### config.mk
export PLATFORM = sky130hd
export DESIGN_NAME = accel_control_status_regs
export DESIGN_NICKNAME = d
export VERILOG_FILES = /design/src/accel_ctl_pkg.sv /design/src/pin_sync.sv /design/src/stall_watchdog.sv /design/src/accel_control_status_regs.sv
export VERILOG_INCLUDE_DIRS = /design/src
export SDC_FILE = /design/constraint.sdc
export NUM_CORES = 1
export LEC_CHECK = 0
export BUFFER_PORTS_ARGS = -buffer_cell sky130_fd_sc_hd__buf_2
export CELL_PAD_IN_SITES_DETAIL_PLACEMENT = 1
export CELL_PAD_IN_SITES_GLOBAL_PLACEMENT = 2
export CORE_UTILIZATION = 37
export DETAILED_ROUTE_END_ITERATION = 10
export GPL_ROUTABILITY_DRIVEN = 0
export HOLD_SLACK_MARGIN = 0.02
export PLACE_DENSITY = 0.84
export SYNTH_ARGS = -nofsm -noshare
export SYNTH_HDL_FRONTEND = slang
export SYNTH_SLANG_ARGS = --single-unit
### constraint.sdc
create_clock -name clk_i -period 4.4 [get_ports clk_i]
set_clock_uncertainty 0.1 [all_clocks]
set_input_delay 0.66 -clock clk_i [delete_from_list [all_inputs] [get_ports clk_i]]
set_output_delay 0.66 -clock clk_i [all_outputs]
set_load 0.005 [all_outputs]
### src/accel_ctl_regs.svh
// register offsets, field positions and timing counts of the control and status bank
`ifndef ACCEL_CTL_REGS_SVH
`define ACCEL_CTL_REGS_SVH

`define ADDR_DEVICE_CONDITION   8'h05
`define ADDR_SOURCE_ENABLE      8'h06
`define ADDR_STATE_SELECT       8'h07
`define ADDR_RATE_SELECT        8'h08
`define ADDR_MOTION_CTRL        8'h09
`define ADDR_PENDING_STATUS     8'h14

`define RST_BYTE                8'h00
`define RST_RATE                3'h0
`define RST_STATE               2'h0

`define COND_BUSY_BIT           7
`define COND_STALL_BIT          4
`define COND_RES_BIT            2

`define EN_TILT_BIT             0
`define EN_FLIP_BIT             1
`define EN_MOVE_BIT             2
`define EN_SHAKE_BIT            3
`define EN_TILT35_BIT           4
`define EN_AUTOCLR_BIT          6
`define EN_SAMPLE_BIT           7

`define MC_TILTFLIP_BIT         0
`define MC_MOVE_BIT             2
`define MC_SHAKE_BIT            3
`define MC_TILT35_BIT           4

`define MODE_LOW_WDT_BIT        4
`define MODE_HIGH_WDT_BIT       5

`define STATE_SLEEP             2'h0
`define STATE_WAKE              2'h1
`define STATE_STANDBY           2'h3
`define STATE_RESERVED          2'h2

`define RATE_FIXED_BITS         5'h01

`define WDT_CYCLES_DEFAULT      16'h0800

`endif

### src/accel_ctl_pkg.sv
// types shared by the control and status bank
package accel_ctl_pkg;
    typedef logic [7:0] byte_t;
    typedef logic [2:0] rate_t;
    typedef logic [4:0] source_t;
endpackage

### src/pin_sync.sv
// two-flip-flop synchroniser for one asynchronous level
`timescale 1ns/1ps
module pin_sync
(
    input  wire logic clk_i,
    input  wire logic rst_n_i,
    input  wire logic pin_i,
    output logic      level_o
);
    typedef struct packed
    {
        logic meta;
        logic level;
    } sync_s;

    sync_s s_q;
    sync_s s_d;

    always_comb
    begin
        s_d.meta  = pin_i;
        s_d.level = s_q.meta;
    end

    always_ff @(posedge clk_i or negedge rst_n_i)
    begin
        if (!rst_n_i)
            s_q <= '0;
        else
            s_q <= s_d;
    end

    assign level_o = s_q.level;
endmodule

### src/stall_watchdog.sv
// serial clock stall watchdog: pulses when the clock holds one level too long
`timescale 1ns/1ps
`include "accel_ctl_regs.svh"
module stall_watchdog
#(
    parameter logic [15:0] LIMIT = `WDT_CYCLES_DEFAULT
)
(
    input  wire logic clk_i,
    input  wire logic rst_n_i,
    input  wire logic scl_i,
    input  wire logic low_en_i,
    input  wire logic high_en_i,
    output logic      event_o
);
    typedef struct packed
    {
        logic        last;
        logic [15:0] count;
        logic        fired;
        logic        event_p;
    } wdt_s;

    wdt_s s_q;
    wdt_s s_d;
    logic armed;

    always_comb
    begin
        s_d         = s_q;
        s_d.last    = scl_i;
        s_d.event_p = 1'b0;
        armed       = scl_i ? high_en_i : low_en_i;
        if (scl_i != s_q.last || !armed)
        begin
            s_d.count = '0;
            s_d.fired = 1'b0;
        end
        else if (!s_q.fired)
        begin
            if (s_q.count == LIMIT - 16'h0001)
            begin
                s_d.fired   = 1'b1;
                s_d.event_p = 1'b1;
            end
            else
                s_d.count = s_q.count + 16'h0001;
        end
    end

    always_ff @(posedge clk_i or negedge rst_n_i)
    begin
        if (!rst_n_i)
            s_q <= '0;
        else
            s_q <= s_d;
    end

    assign event_o = s_q.event_p;
endmodule

### src/accel_control_status_regs.sv
// control and status register bank of the motion sensor core
// How it works
// status state field reads 00 while asleep, 01 while sampling.
// resolution indicator always reads 0, high resolution.
// reading the status register clears the bus stall flag.
// a watchdog event resets the slave machine to idle and sets the flag.
// memory-busy bit reads 1 while one-time memory is active.
// tilt status reported only with tilt enable and tilt/flip feature enable.
// flip status reported only with flip enable and tilt/flip feature enable.
// movement status reported only with its enable and movement feature enable.
// shake status needs shake enable, shake feature and movement feature.
// tilt-35 status needs its enable, tilt-35 feature and movement feature.
// autoclear off: pending clears on status write; on: clears when condition ends.
// per-sample enable sets the per-sample flag after every sample.
// fifo interrupts are not gated by the source enable register.
// mode register accepts writes in every operating state.
// state field selects sleep 00, wake 01, standby 11; 10 reserved.
// mode bit 4 enables the low stall watchdog, off after reset.
// mode bit 5 enables the high stall watchdog, off after reset.
// host writes rate register with bits 7:4 zero, bit 3 one.
// rate codes 0 to 7 select 50 up to 2000 Hz.
// rate code also sets oscillator frequency; internal rate equals output.
// stall timeout length is a parameter in oscillator cycles.
`timescale 1ns/1ps
`include "accel_ctl_regs.svh"
module accel_control_status_regs
#(
    parameter logic [15:0] WDT_CYCLES = `WDT_CYCLES_DEFAULT
)
(
    input  wire logic                   clk_i,
    input  wire logic                   rst_n_i,
    input  wire logic                   wr_en_i,
    input  wire logic                   rd_en_i,
    input  wire logic [7:0]             addr_i,
    input  wire accel_ctl_pkg::byte_t   wdata_i,
    output accel_ctl_pkg::byte_t        rdata_o,
    input  wire logic                   scl_i,
    input  wire logic                   otp_busy_i,
    input  wire logic                   sample_done_i,
    input  wire accel_ctl_pkg::source_t motion_cond_i,
    input  wire accel_ctl_pkg::byte_t   motion_ctrl_i,
    input  wire logic                   fifo_irq_i,
    output logic                        slave_idle_o,
    output logic                        clocks_run_o,
    output logic                        sampling_o,
    output accel_ctl_pkg::rate_t        rate_code_o,
    output accel_ctl_pkg::source_t      pending_o,
    output logic                        per_sample_flag_o,
    output logic                        fifo_irq_o,
    output logic                        irq_o
);
    import accel_ctl_pkg::*;

    typedef enum logic [1:0] {ST_SLEEP, ST_WAKE, ST_STANDBY} op_state_e;

    typedef struct packed
    {
        byte_t     source_en;
        logic [1:0] mode_state;
        logic      low_wdt_en;
        logic      high_wdt_en;
        rate_t     rate;
        op_state_e op;
        logic      stall_flag;
        source_t   pending;
        logic      sample_flag;
        byte_t     rdata;
        logic      idle;
        logic      clocks;
        logic      sampling;
        logic      fifo_irq;
        logic      irq;
    } regs_s;

    regs_s   s_q;
    regs_s   s_d;
    logic    scl_sync;
    logic    wdt_event;
    source_t gate;
    source_t cond_ok;
    logic    rd_status;
    logic    wr_status;

    pin_sync u_scl_sync
    (
        .clk_i   (clk_i),
        .rst_n_i (rst_n_i),
        .pin_i   (scl_i),
        .level_o (scl_sync)
    );

    stall_watchdog #(.LIMIT(WDT_CYCLES)) u_wdt
    (
        .clk_i     (clk_i),
        .rst_n_i   (rst_n_i),
        .scl_i     (scl_sync),
        .low_en_i  (s_q.low_wdt_en),
        .high_en_i (s_q.high_wdt_en),
        .event_o   (wdt_event)
    );

    always_comb
    begin
        s_d       = s_q;
        rd_status = rd_en_i && addr_i == `ADDR_DEVICE_CONDITION;
        wr_status = wr_en_i && addr_i == `ADDR_PENDING_STATUS;

        // feature gating of each motion source
        gate[`EN_TILT_BIT]   = s_q.source_en[`EN_TILT_BIT]
                               && motion_ctrl_i[`MC_TILTFLIP_BIT];
        gate[`EN_FLIP_BIT]   = s_q.source_en[`EN_FLIP_BIT]
                               && motion_ctrl_i[`MC_TILTFLIP_BIT];
        gate[`EN_MOVE_BIT]   = s_q.source_en[`EN_MOVE_BIT]
                               && motion_ctrl_i[`MC_MOVE_BIT];
        gate[`EN_SHAKE_BIT]  = s_q.source_en[`EN_SHAKE_BIT]
                               && motion_ctrl_i[`MC_SHAKE_BIT]
                               && motion_ctrl_i[`MC_MOVE_BIT];
        gate[`EN_TILT35_BIT] = s_q.source_en[`EN_TILT35_BIT]
                               && motion_ctrl_i[`MC_TILT35_BIT]
                               && motion_ctrl_i[`MC_MOVE_BIT];
        cond_ok = motion_cond_i & gate;

        // register writes, accepted in every state
        if (wr_en_i)
        begin
            unique case (addr_i)
                `ADDR_SOURCE_ENABLE:
                    s_d.source_en = wdata_i;
                `ADDR_STATE_SELECT:
                begin
                    s_d.mode_state  = wdata_i[1:0];
                    s_d.low_wdt_en  = wdata_i[`MODE_LOW_WDT_BIT];
                    s_d.high_wdt_en = wdata_i[`MODE_HIGH_WDT_BIT];
                end
                `ADDR_RATE_SELECT:
                    s_d.rate = wdata_i[2:0];
                default:
                    s_d.rate = s_q.rate;
            endcase
        end

        // reserved state code keeps the previous operating state
        unique case (s_d.mode_state)
            `STATE_SLEEP:   s_d.op = ST_SLEEP;
            `STATE_WAKE:    s_d.op = ST_WAKE;
            `STATE_STANDBY: s_d.op = ST_STANDBY;
            default:        s_d.op = s_q.op;
        endcase

        // stall flag: set wins over the read clear
        if (wdt_event)
            s_d.stall_flag = 1'b1;
        else if (rd_status)
            s_d.stall_flag = 1'b0;
        s_d.idle = !wdt_event;

        // pending sources: new events win over clears
        if (s_q.source_en[`EN_AUTOCLR_BIT])
            s_d.pending = s_q.pending & cond_ok;
        else if (wr_status)
            s_d.pending = '0;
        s_d.pending = s_d.pending | cond_ok;

        if (sample_done_i && s_q.sampling && s_q.source_en[`EN_SAMPLE_BIT])
            s_d.sample_flag = 1'b1;
        else if (wr_status)
            s_d.sample_flag = 1'b0;

        s_d.clocks   = s_d.op != ST_SLEEP;
        s_d.sampling = s_d.op == ST_WAKE;
        s_d.fifo_irq = fifo_irq_i;
        s_d.irq      = (|s_d.pending) || s_d.sample_flag || fifo_irq_i;

        // read data
        s_d.rdata = `RST_BYTE;
        if (rd_en_i)
        begin
            unique case (addr_i)
                `ADDR_DEVICE_CONDITION:
                begin
                    s_d.rdata[1:0] = (s_q.op == ST_WAKE) ? `STATE_WAKE
                                                         : `STATE_SLEEP;
                    s_d.rdata[`COND_RES_BIT]   = 1'b0;
                    s_d.rdata[`COND_STALL_BIT] = s_q.stall_flag;
                    s_d.rdata[`COND_BUSY_BIT]  = otp_busy_i;
                end
                `ADDR_SOURCE_ENABLE:
                    s_d.rdata = s_q.source_en;
                `ADDR_STATE_SELECT:
                begin
                    s_d.rdata[1:0] = s_q.mode_state;
                    s_d.rdata[`MODE_LOW_WDT_BIT]  = s_q.low_wdt_en;
                    s_d.rdata[`MODE_HIGH_WDT_BIT] = s_q.high_wdt_en;
                end
                `ADDR_RATE_SELECT:
                    s_d.rdata = {`RATE_FIXED_BITS, s_q.rate};
                default:
                    s_d.rdata = `RST_BYTE;
            endcase
        end
    end

    always_ff @(posedge clk_i or negedge rst_n_i)
    begin
        if (!rst_n_i)
        begin
            s_q      <= '0;
            s_q.op   <= ST_SLEEP;
            s_q.idle <= 1'b1;
        end
        else
            s_q <= s_d;
    end

    assign rdata_o           = s_q.rdata;
    assign slave_idle_o      = s_q.idle;
    assign clocks_run_o      = s_q.clocks;
    assign sampling_o        = s_q.sampling;
    assign rate_code_o       = s_q.rate;
    assign pending_o         = s_q.pending;
    assign per_sample_flag_o = s_q.sample_flag;
    assign fifo_irq_o        = s_q.fifo_irq;
    assign irq_o             = s_q.irq;

    stall_flag_set_a: assert property (
        @(posedge clk_i) disable iff (!rst_n_i)
        wdt_event |=> s_q.stall_flag && !slave_idle_o)
        else $error("stall flag not set after watchdog event");
    idle_pulse_a: assert property (
        @(posedge clk_i) disable iff (!rst_n_i)
        !slave_idle_o |=> slave_idle_o)
        else $error("slave idle request longer than one cycle");
    stall_read_clear_a: assert property (
        @(posedge clk_i) disable iff (!rst_n_i)
        rd_status && !wdt_event |=> !s_q.stall_flag)
        else $error("status read did not clear stall flag");
    stall_hold_a: assert property (
        @(posedge clk_i) disable iff (!rst_n_i)
        !rd_status && !wdt_event |=> $stable(s_q.stall_flag))
        else $error("stall flag changed without event or read");

    state_report_a: assert property (
        @(posedge clk_i) disable iff (!rst_n_i)
        rd_status |=> rdata_o[1:0] == (sampling_o ? `STATE_WAKE : `STATE_SLEEP))
        else $error("status state field wrong");
    res_bit_zero_a: assert property (
        @(posedge clk_i) disable iff (!rst_n_i)
        rd_status |=> !rdata_o[`COND_RES_BIT])
        else $error("resolution indicator not zero");
    busy_report_a: assert property (
        @(posedge clk_i) disable iff (!rst_n_i)
        rd_status |=> rdata_o[`COND_BUSY_BIT] == $past(otp_busy_i))
        else $error("memory busy bit wrong");
    read_stands_a: assert property (
        @(posedge clk_i) disable iff (!rst_n_i)
        !rd_en_i |=> rdata_o == `RST_BYTE)
        else $error("read data not cleared after read");

    tilt_gate_a: assert property (
        @(posedge clk_i) disable iff (!rst_n_i)
        $rose(pending_o[`EN_TILT_BIT])
        |-> $past(s_q.source_en[`EN_TILT_BIT] && motion_ctrl_i[`MC_TILTFLIP_BIT]))
        else $error("tilt reported without enables");
    flip_gate_a: assert property (
        @(posedge clk_i) disable iff (!rst_n_i)
        $rose(pending_o[`EN_FLIP_BIT])
        |-> $past(s_q.source_en[`EN_FLIP_BIT] && motion_ctrl_i[`MC_TILTFLIP_BIT]))
        else $error("flip reported without enables");
    move_gate_a: assert property (
        @(posedge clk_i) disable iff (!rst_n_i)
        $rose(pending_o[`EN_MOVE_BIT])
        |-> $past(s_q.source_en[`EN_MOVE_BIT] && motion_ctrl_i[`MC_MOVE_BIT]))
        else $error("movement reported without enables");
    shake_gate_a: assert property (
        @(posedge clk_i) disable iff (!rst_n_i)
        $rose(pending_o[`EN_SHAKE_BIT])
        |-> $past(s_q.source_en[`EN_SHAKE_BIT] && motion_ctrl_i[`MC_SHAKE_BIT]
                  && motion_ctrl_i[`MC_MOVE_BIT]))
        else $error("shake reported without features");
    tilt35_gate_a: assert property (
        @(posedge clk_i) disable iff (!rst_n_i)
        $rose(pending_o[`EN_TILT35_BIT])
        |-> $past(s_q.source_en[`EN_TILT35_BIT] && motion_ctrl_i[`MC_TILT35_BIT]
                  && motion_ctrl_i[`MC_MOVE_BIT]))
        else $error("tilt-35 reported without features");

    manual_hold_a: assert property (
        @(posedge clk_i) disable iff (!rst_n_i)
        !s_q.source_en[`EN_AUTOCLR_BIT] && !wr_status && pending_o[`EN_MOVE_BIT]
        |=> pending_o[`EN_MOVE_BIT])
        else $error("pending cleared without status write");
    auto_clear_a: assert property (
        @(posedge clk_i) disable iff (!rst_n_i)
        s_q.source_en[`EN_AUTOCLR_BIT] && !motion_cond_i[`EN_MOVE_BIT]
        |=> !pending_o[`EN_MOVE_BIT])
        else $error("pending kept after condition ended");
    status_clear_a: assert property (
        @(posedge clk_i) disable iff (!rst_n_i)
        wr_status && !(|cond_ok) |=> pending_o == '0)
        else $error("status write did not clear pending");

    sample_set_a: assert property (
        @(posedge clk_i) disable iff (!rst_n_i)
        sample_done_i && sampling_o && s_q.source_en[`EN_SAMPLE_BIT]
        |=> per_sample_flag_o)
        else $error("per-sample flag not set");
    sample_gate_a: assert property (
        @(posedge clk_i) disable iff (!rst_n_i)
        !s_q.source_en[`EN_SAMPLE_BIT] && !per_sample_flag_o |=> !per_sample_flag_o)
        else $error("per-sample flag set while disabled");
    fifo_pass_a: assert property (
        @(posedge clk_i) disable iff (!rst_n_i)
        fifo_irq_i |=> fifo_irq_o && irq_o)
        else $error("fifo interrupt gated");

    mode_accept_a: assert property (
        @(posedge clk_i) disable iff (!rst_n_i)
        wr_en_i && addr_i == `ADDR_STATE_SELECT |=> s_q.mode_state == $past(wdata_i[1:0]))
        else $error("mode write not taken");
    wdt_enables_a: assert property (
        @(posedge clk_i) disable iff (!rst_n_i)
        wr_en_i && addr_i == `ADDR_STATE_SELECT
        |=> s_q.low_wdt_en == $past(wdata_i[`MODE_LOW_WDT_BIT])
            && s_q.high_wdt_en == $past(wdata_i[`MODE_HIGH_WDT_BIT]))
        else $error("watchdog enables not taken");
    mode_wake_a: assert property (
        @(posedge clk_i) disable iff (!rst_n_i)
        wr_en_i && addr_i == `ADDR_STATE_SELECT && wdata_i[1:0] == `STATE_WAKE
        |=> sampling_o && clocks_run_o)
        else $error("wake write did not start sampling");
    sleep_state_a: assert property (
        @(posedge clk_i) disable iff (!rst_n_i)
        wr_en_i && addr_i == `ADDR_STATE_SELECT && wdata_i[1:0] == `STATE_SLEEP
        |=> !sampling_o && !clocks_run_o)
        else $error("sleep write left clocks running");
    standby_state_a: assert property (
        @(posedge clk_i) disable iff (!rst_n_i)
        wr_en_i && addr_i == `ADDR_STATE_SELECT && wdata_i[1:0] == `STATE_STANDBY
        |=> !sampling_o && clocks_run_o)
        else $error("standby state wrong");
    reserved_hold_a: assert property (
        @(posedge clk_i) disable iff (!rst_n_i)
        wr_en_i && addr_i == `ADDR_STATE_SELECT && wdata_i[1:0] == `STATE_RESERVED
        |=> $stable(sampling_o) && $stable(clocks_run_o))
        else $error("reserved state code changed state");

    rate_write_a: assert property (
        @(posedge clk_i) disable iff (!rst_n_i)
        wr_en_i && addr_i == `ADDR_RATE_SELECT |=> rate_code_o == $past(wdata_i[2:0]))
        else $error("rate code not taken");
    rate_read_a: assert property (
        @(posedge clk_i) disable iff (!rst_n_i)
        rd_en_i && !wr_en_i && addr_i == `ADDR_RATE_SELECT
        |=> rdata_o == {`RATE_FIXED_BITS, rate_code_o})
        else $error("rate readback wrong");
endmodule

### Word level (Yosys, flattened, before mapping)

Index checks and enable logic that the tools add are counted.

| word-level totals | value |
|---|---|
| logic and storage cells | 87 |
| flip-flop bits (word level) | 58 |
| memories kept | 0 |
| RAM bits | 0 |
| memory bits (read-only) | 0 |
| latch bits | 0 |
| bits of input ports | 37 |

| cells by class | value |
|---|---|
| reduce and logical (&&, ||, !) cells | 24 |
| bitwise logic cells | 3 |
| muxes and demuxes | 25 |
| divide/modulo/power cells | 0 |
| shift-type cells | 0 |
| $lt $le $gt $ge | 0 |
| equality and inequality tests | 13 |
| multiply operators | 0 |
| $add $sub $neg | 1 |

Operator list:

| operator | number |
|---|---|
| 8-bit by 3-bit == test with 1-bit output, second input constant | 3 |
| 18-bit 2-to-1 mux | 1 |
| 17-bit 2-to-1 mux | 1 |
| 16-bit by 1-bit adder with 16-bit output, second input constant | 1 |
| 16-bit by 11-bit == test with 1-bit output, second input constant | 1 |
| 16-bit 2-to-1 mux | 1 |
| 1-bit logical AND | 11 |
| 5-bit bitwise AND | 2 |
| 5-bit 2-to-1 mux | 2 |
| 8-bit by 4-bit == test with 1-bit output, second input constant | 1 |
| 8-bit by 5-bit == test with 1-bit output, second input constant | 1 |
| 1-bit 2-to-1 mux | 8 |
| 8-bit 2-to-1 mux | 1 |
| 1-bit one-hot mux with 2 select lines | 4 |
| 2-bit one-hot mux with 4 select lines | 1 |
| 2-bit AND reduction | 4 |
| 7-bit 2-to-1 mux | 1 |
| 2-bit by 1-bit == test with 1-bit output, second input constant | 3 |
| 2-bit one-hot mux with 3 select lines | 1 |
| 5-bit OR | 1 |
| 5-bit OR reduction | 1 |
| 4-bit 2-to-1 mux | 1 |
| 2-bit nonzero test | 2 |
| 1-bit logical OR | 3 |
| other kinds (9) | 10 |

### Depth between registers and ports, before layout

| logic depth | value |
|---|---|
| depth after elaboration | 9 |
| mapped depth | 6 |
| gate-level depth less buffers | 5 |

### By module

A second synthesis with hierarchy kept.

| second synthesis, totals | value |
|---|---|
| cells, all modules | 265 |
| area total of the unflattened synthesis | 2,926.6 sq um |

By module, submodules not included:

| module | times used | cells an instance | sequential area each (sq um) | area each (sq um) |
|---|---|---|---|---|
| accel_control_status_regs | 1 | 150 | 927.1 | 1,774.2 |
| stall_watchdog | 1 | 113 | 475.5 | 1,102.3 |
| pin_sync | 1 | 2 | 50.0 | 50.0 |

### Least setup slack after synthesis

OpenSTA, ideal clock, no wires.

| path | value |
|---|---|
| kind | input-to-reg |
| start point | in addr_i[5] |
| end point | reg s_q[21] (netlist name) |
| setup slack | 2.016 ns |
| data required time | 4.181 ns |
| data arrival time | 2.165 ns |
| path buffers | 1 |
| stages | 5 |
| cell sequence | or4_4 buf_6 nor3_4 mux2_4 o21a_1 |

RTL lines:

| what | line | source |
|---|---|---|
| start: declaration | accel_control_status_regs.sv:35 | `input wire logic [7:0] addr_i,` |
| end: declaration | accel_control_status_regs.sv:76 | `regs_s s_q;` |

### Final worst setup path

| path | value |
|---|---|
| start point | in addr_i[5] |
| end point | reg s_q[34] (netlist name) |

| on the way | value |
|---|---|
| longest elaborated chain between the ends | 2 |

Ends and longest elaborated chain:

| what | line | source |
|---|---|---|
| 8-bit by 3-bit == test with 1-bit output | accel_control_status_regs.sv:127 | `unique case (addr_i)` |
| 2-bit AND reduction (no source line) | -- |  |

Every way passes these cells.
A chain may end at the register's enable or synchronous reset.

==> metrics <==
endpoints failing setup 0; Area contributors post-synth dfrtp_1 (50%), mux2_2 (5.9%), buf_4 (4.5%); Hold Violations, Final 0; RSZ-0062 raised after global routing false; via count 2246; fin crit share 53.2%; vias in the first global route 2344; Fill cells 855; sequential share of the synthesized area 50.8%; Critical Path AT 2.45 ns; post-DP HPWL 5.15 mm; port bufs 54; nets 351; largest net degree at the start of global routing 36; GRT Total Usage 18.7%; Power Total 1210 uW; synth warn 0; row cnt 31; ANT nets after route 0; Slew @ Worst Pin 0.928 ns; Slew HR 37.2%; final slew viol count 0; Max Cap Viol 0; cells after synthesis 270; Clock Path Buffers 2; ys flop type dfrtp_1; drt drc 0; hold_buf cts 0; total power density per cell area 364 nW/um^2; Hold WC Path Type in2async; Startpoint Class input port; DRT Pass-1 Iters 4; Resized cells post-CTS 0; clock-pin transition on the worst setup and hold timing paths 0.07 ns; CTS sink cnt 58; Data required, critical path 4.51 ns; I/O pins 59; CP Capture Type register; Commonest cells post-synth dfrtp_1 (57), nand2_1 (28), buf_4 (17), mux2_2 (15), nand3_1 (14); die area 8080 sq um; Crit Path Category in2reg; run status finished clean; syn_area_per_cell 10.6 sq um; # Post-CTS Setup Buffers 0; top-count cell post-synth dfrtp_1; Synthesized Nets 308; DIE WIDTH 89.9 um; Num CTS Buffers 9; worst ir drop on vdd 0.000169 V; Core Area 7370 sq um; area added between synthesis and finish 16.2%; routed vias/inst 5.39; wire per inst 16.6 um; ys async rst share 100%; diode count 0; final WL 6.93 mm; critical-path maximum fanout 8; layout cells sized above 1 29.2%; Synth Cell Area 2860 sq um; clk_lat worst skew 0.33 ns; largest area contributor in the netlist dfrtp_1; post-layout min period 2.34 ns; Leakage 0.00154 uW; EDFF count, synth 0; Detailed Route Iter0 Violations 88; setup TNS 0 ns; Synth Register Bits 58; first-pass GRT wire length 12.0 mm; Die H 89.9 um; remaining global-route overflow 0; f_max 0.427 GHz; Yosys top cell area share 49.9%; Starting Density 38.8%; initial antenna violation count 0; CTS tree built; H-tree levels 3; Synth cell types 47; CTS root buf clkbuf_8
==> cell usage in the layout (no fill, tap or decap), types with 2 or more instances in the layout <==
master     synthesis  routed
a211oi_1           4       4
a21oi_1           13      13
a22oi_1            2       2
a31oi_1            4       4
a32o_1             2       2
a41oi_1            2       2
and2_1             4       4
and3_1             4       4
and4_1             2       2
buf_2              0      54
bufinv_16          0       2
clkbuf_8           0      10
clkinv_2           0       2
dfrtp_1           57      57
inv_1              3       3
mux2_2            15      15
mux2_4             2       2
mux2i_1            7       7
nand2_1           28      28
nand2b_1           8       8
nand3_1           14      14
nand3b_1           4       4
nand4_1            8       8
nand4b_1           2       2
nor2_1             9       9
nor2b_1            8       8
nor3_1             8       8
nor3_4             2       2
nor4_1             2       2
o21ai_0            9       9
o31ai_1            3       3
or3_1              2       2
or4_1              4       4
==> path summary, 6_finish.rpt <==
| check | from | endpoint | slack, ns | cells after the start |
|---|---|---|---|---|
| setup reg to reg | u_wdt.s_q[14] | u_wdt.s_q[15] | 2.16 | 4 |
| hold reg to reg | u_scl_sync.s_d[0] | u_scl_sync.level_o | 0.26 | 0 |
| min in group clk_i | u_scl_sync.s_d[0] | u_scl_sync.level_o | 0.26 | 0 |
| max in group asynchronous | rst_n_i | u_wdt.s_q[10] | 3.12 | 2 |
| hold / removal | rst_n_i | rate_code_o[0] | 0.20 | 1 |
| setup / recovery | addr_i[5] | s_q[34] | 2.06 | 5 |
==> flip-flops by register name, indices dropped and copies added, names as in the netlist <==
name	flops
u_scl_sync.s_d	1
s_q	15
pending_o	5
clocks_run_o	1
slave_idle_o	1
u_wdt.event_o	1
irq_o	1
u_scl_sync.level_o	1
sampling_o	1
u_wdt.s_q	18
rdata_o	8
fifo_irq_o	1
per_sample_flag_o	1
rate_code_o	3
==> metrics by stage <==
step	worst slack [ns]	std cells	hold slack, ns	cell area, sq um	utilization, %
floorplan	2.02	270	0.231	2860	-
global placement	1.76	401	0.234	3100	42.1
detailed placement	1.73	401	0.251	3100	42.1
CTS	2.07	417	0.218	3320	45.1
global route	1.92	417	0.249	3320	45.1
finish	2.06	417	0.203	3320	45.1
==> kinds of logic (layout without fill, tap and decap cells) <==
group,Yosys count,after routing,share of synthesized area (%)
buffers and inverters,26,74,5.91
adder cells (fa/ha/maj),1,1,0.438
AND/OR/NAND/NOR,116,116,23.2
multiplexers,24,24,9.41
AO/OA/AOI/OAI,44,44,9.89
flip-flops,58,58,50.8
XOR/XNOR,1,1,0.306
==> power by group <==
part / switching, uW / internal [uW]
clock network: 211 / 332
logic: 50.7 / 44.7
registers: 16.8 / 555
==> cell type report <==
class	count	area, sq um	area share (%)
Tap cell	99	124	3.73
Sequential cell	58	1450	43.7
Clock buffer	11	141	4.26
Timing Repair Buffer	55	278	8.36
Clock inverter	5	77.6	2.34
Inverter	3	11.3	0.339
Multi-Input combinational cell	186	1240	37.3
==> worst max-delay path, cell delays in order <==
cell and delay [ns]:
buf_2 0.11, or4_4 0.61, nor3_4 0.28, and2_1 0.41, mux2_2 0.38
==> metal layers <==
layer,global-route usage [%],share of wire [%]
met5,0,0
met4,6.99,1.3
met3,3.13,2.6
met2,28.5,47
met1,26.6,49
No activity file was read; power rests on OpenSTA's default activity.
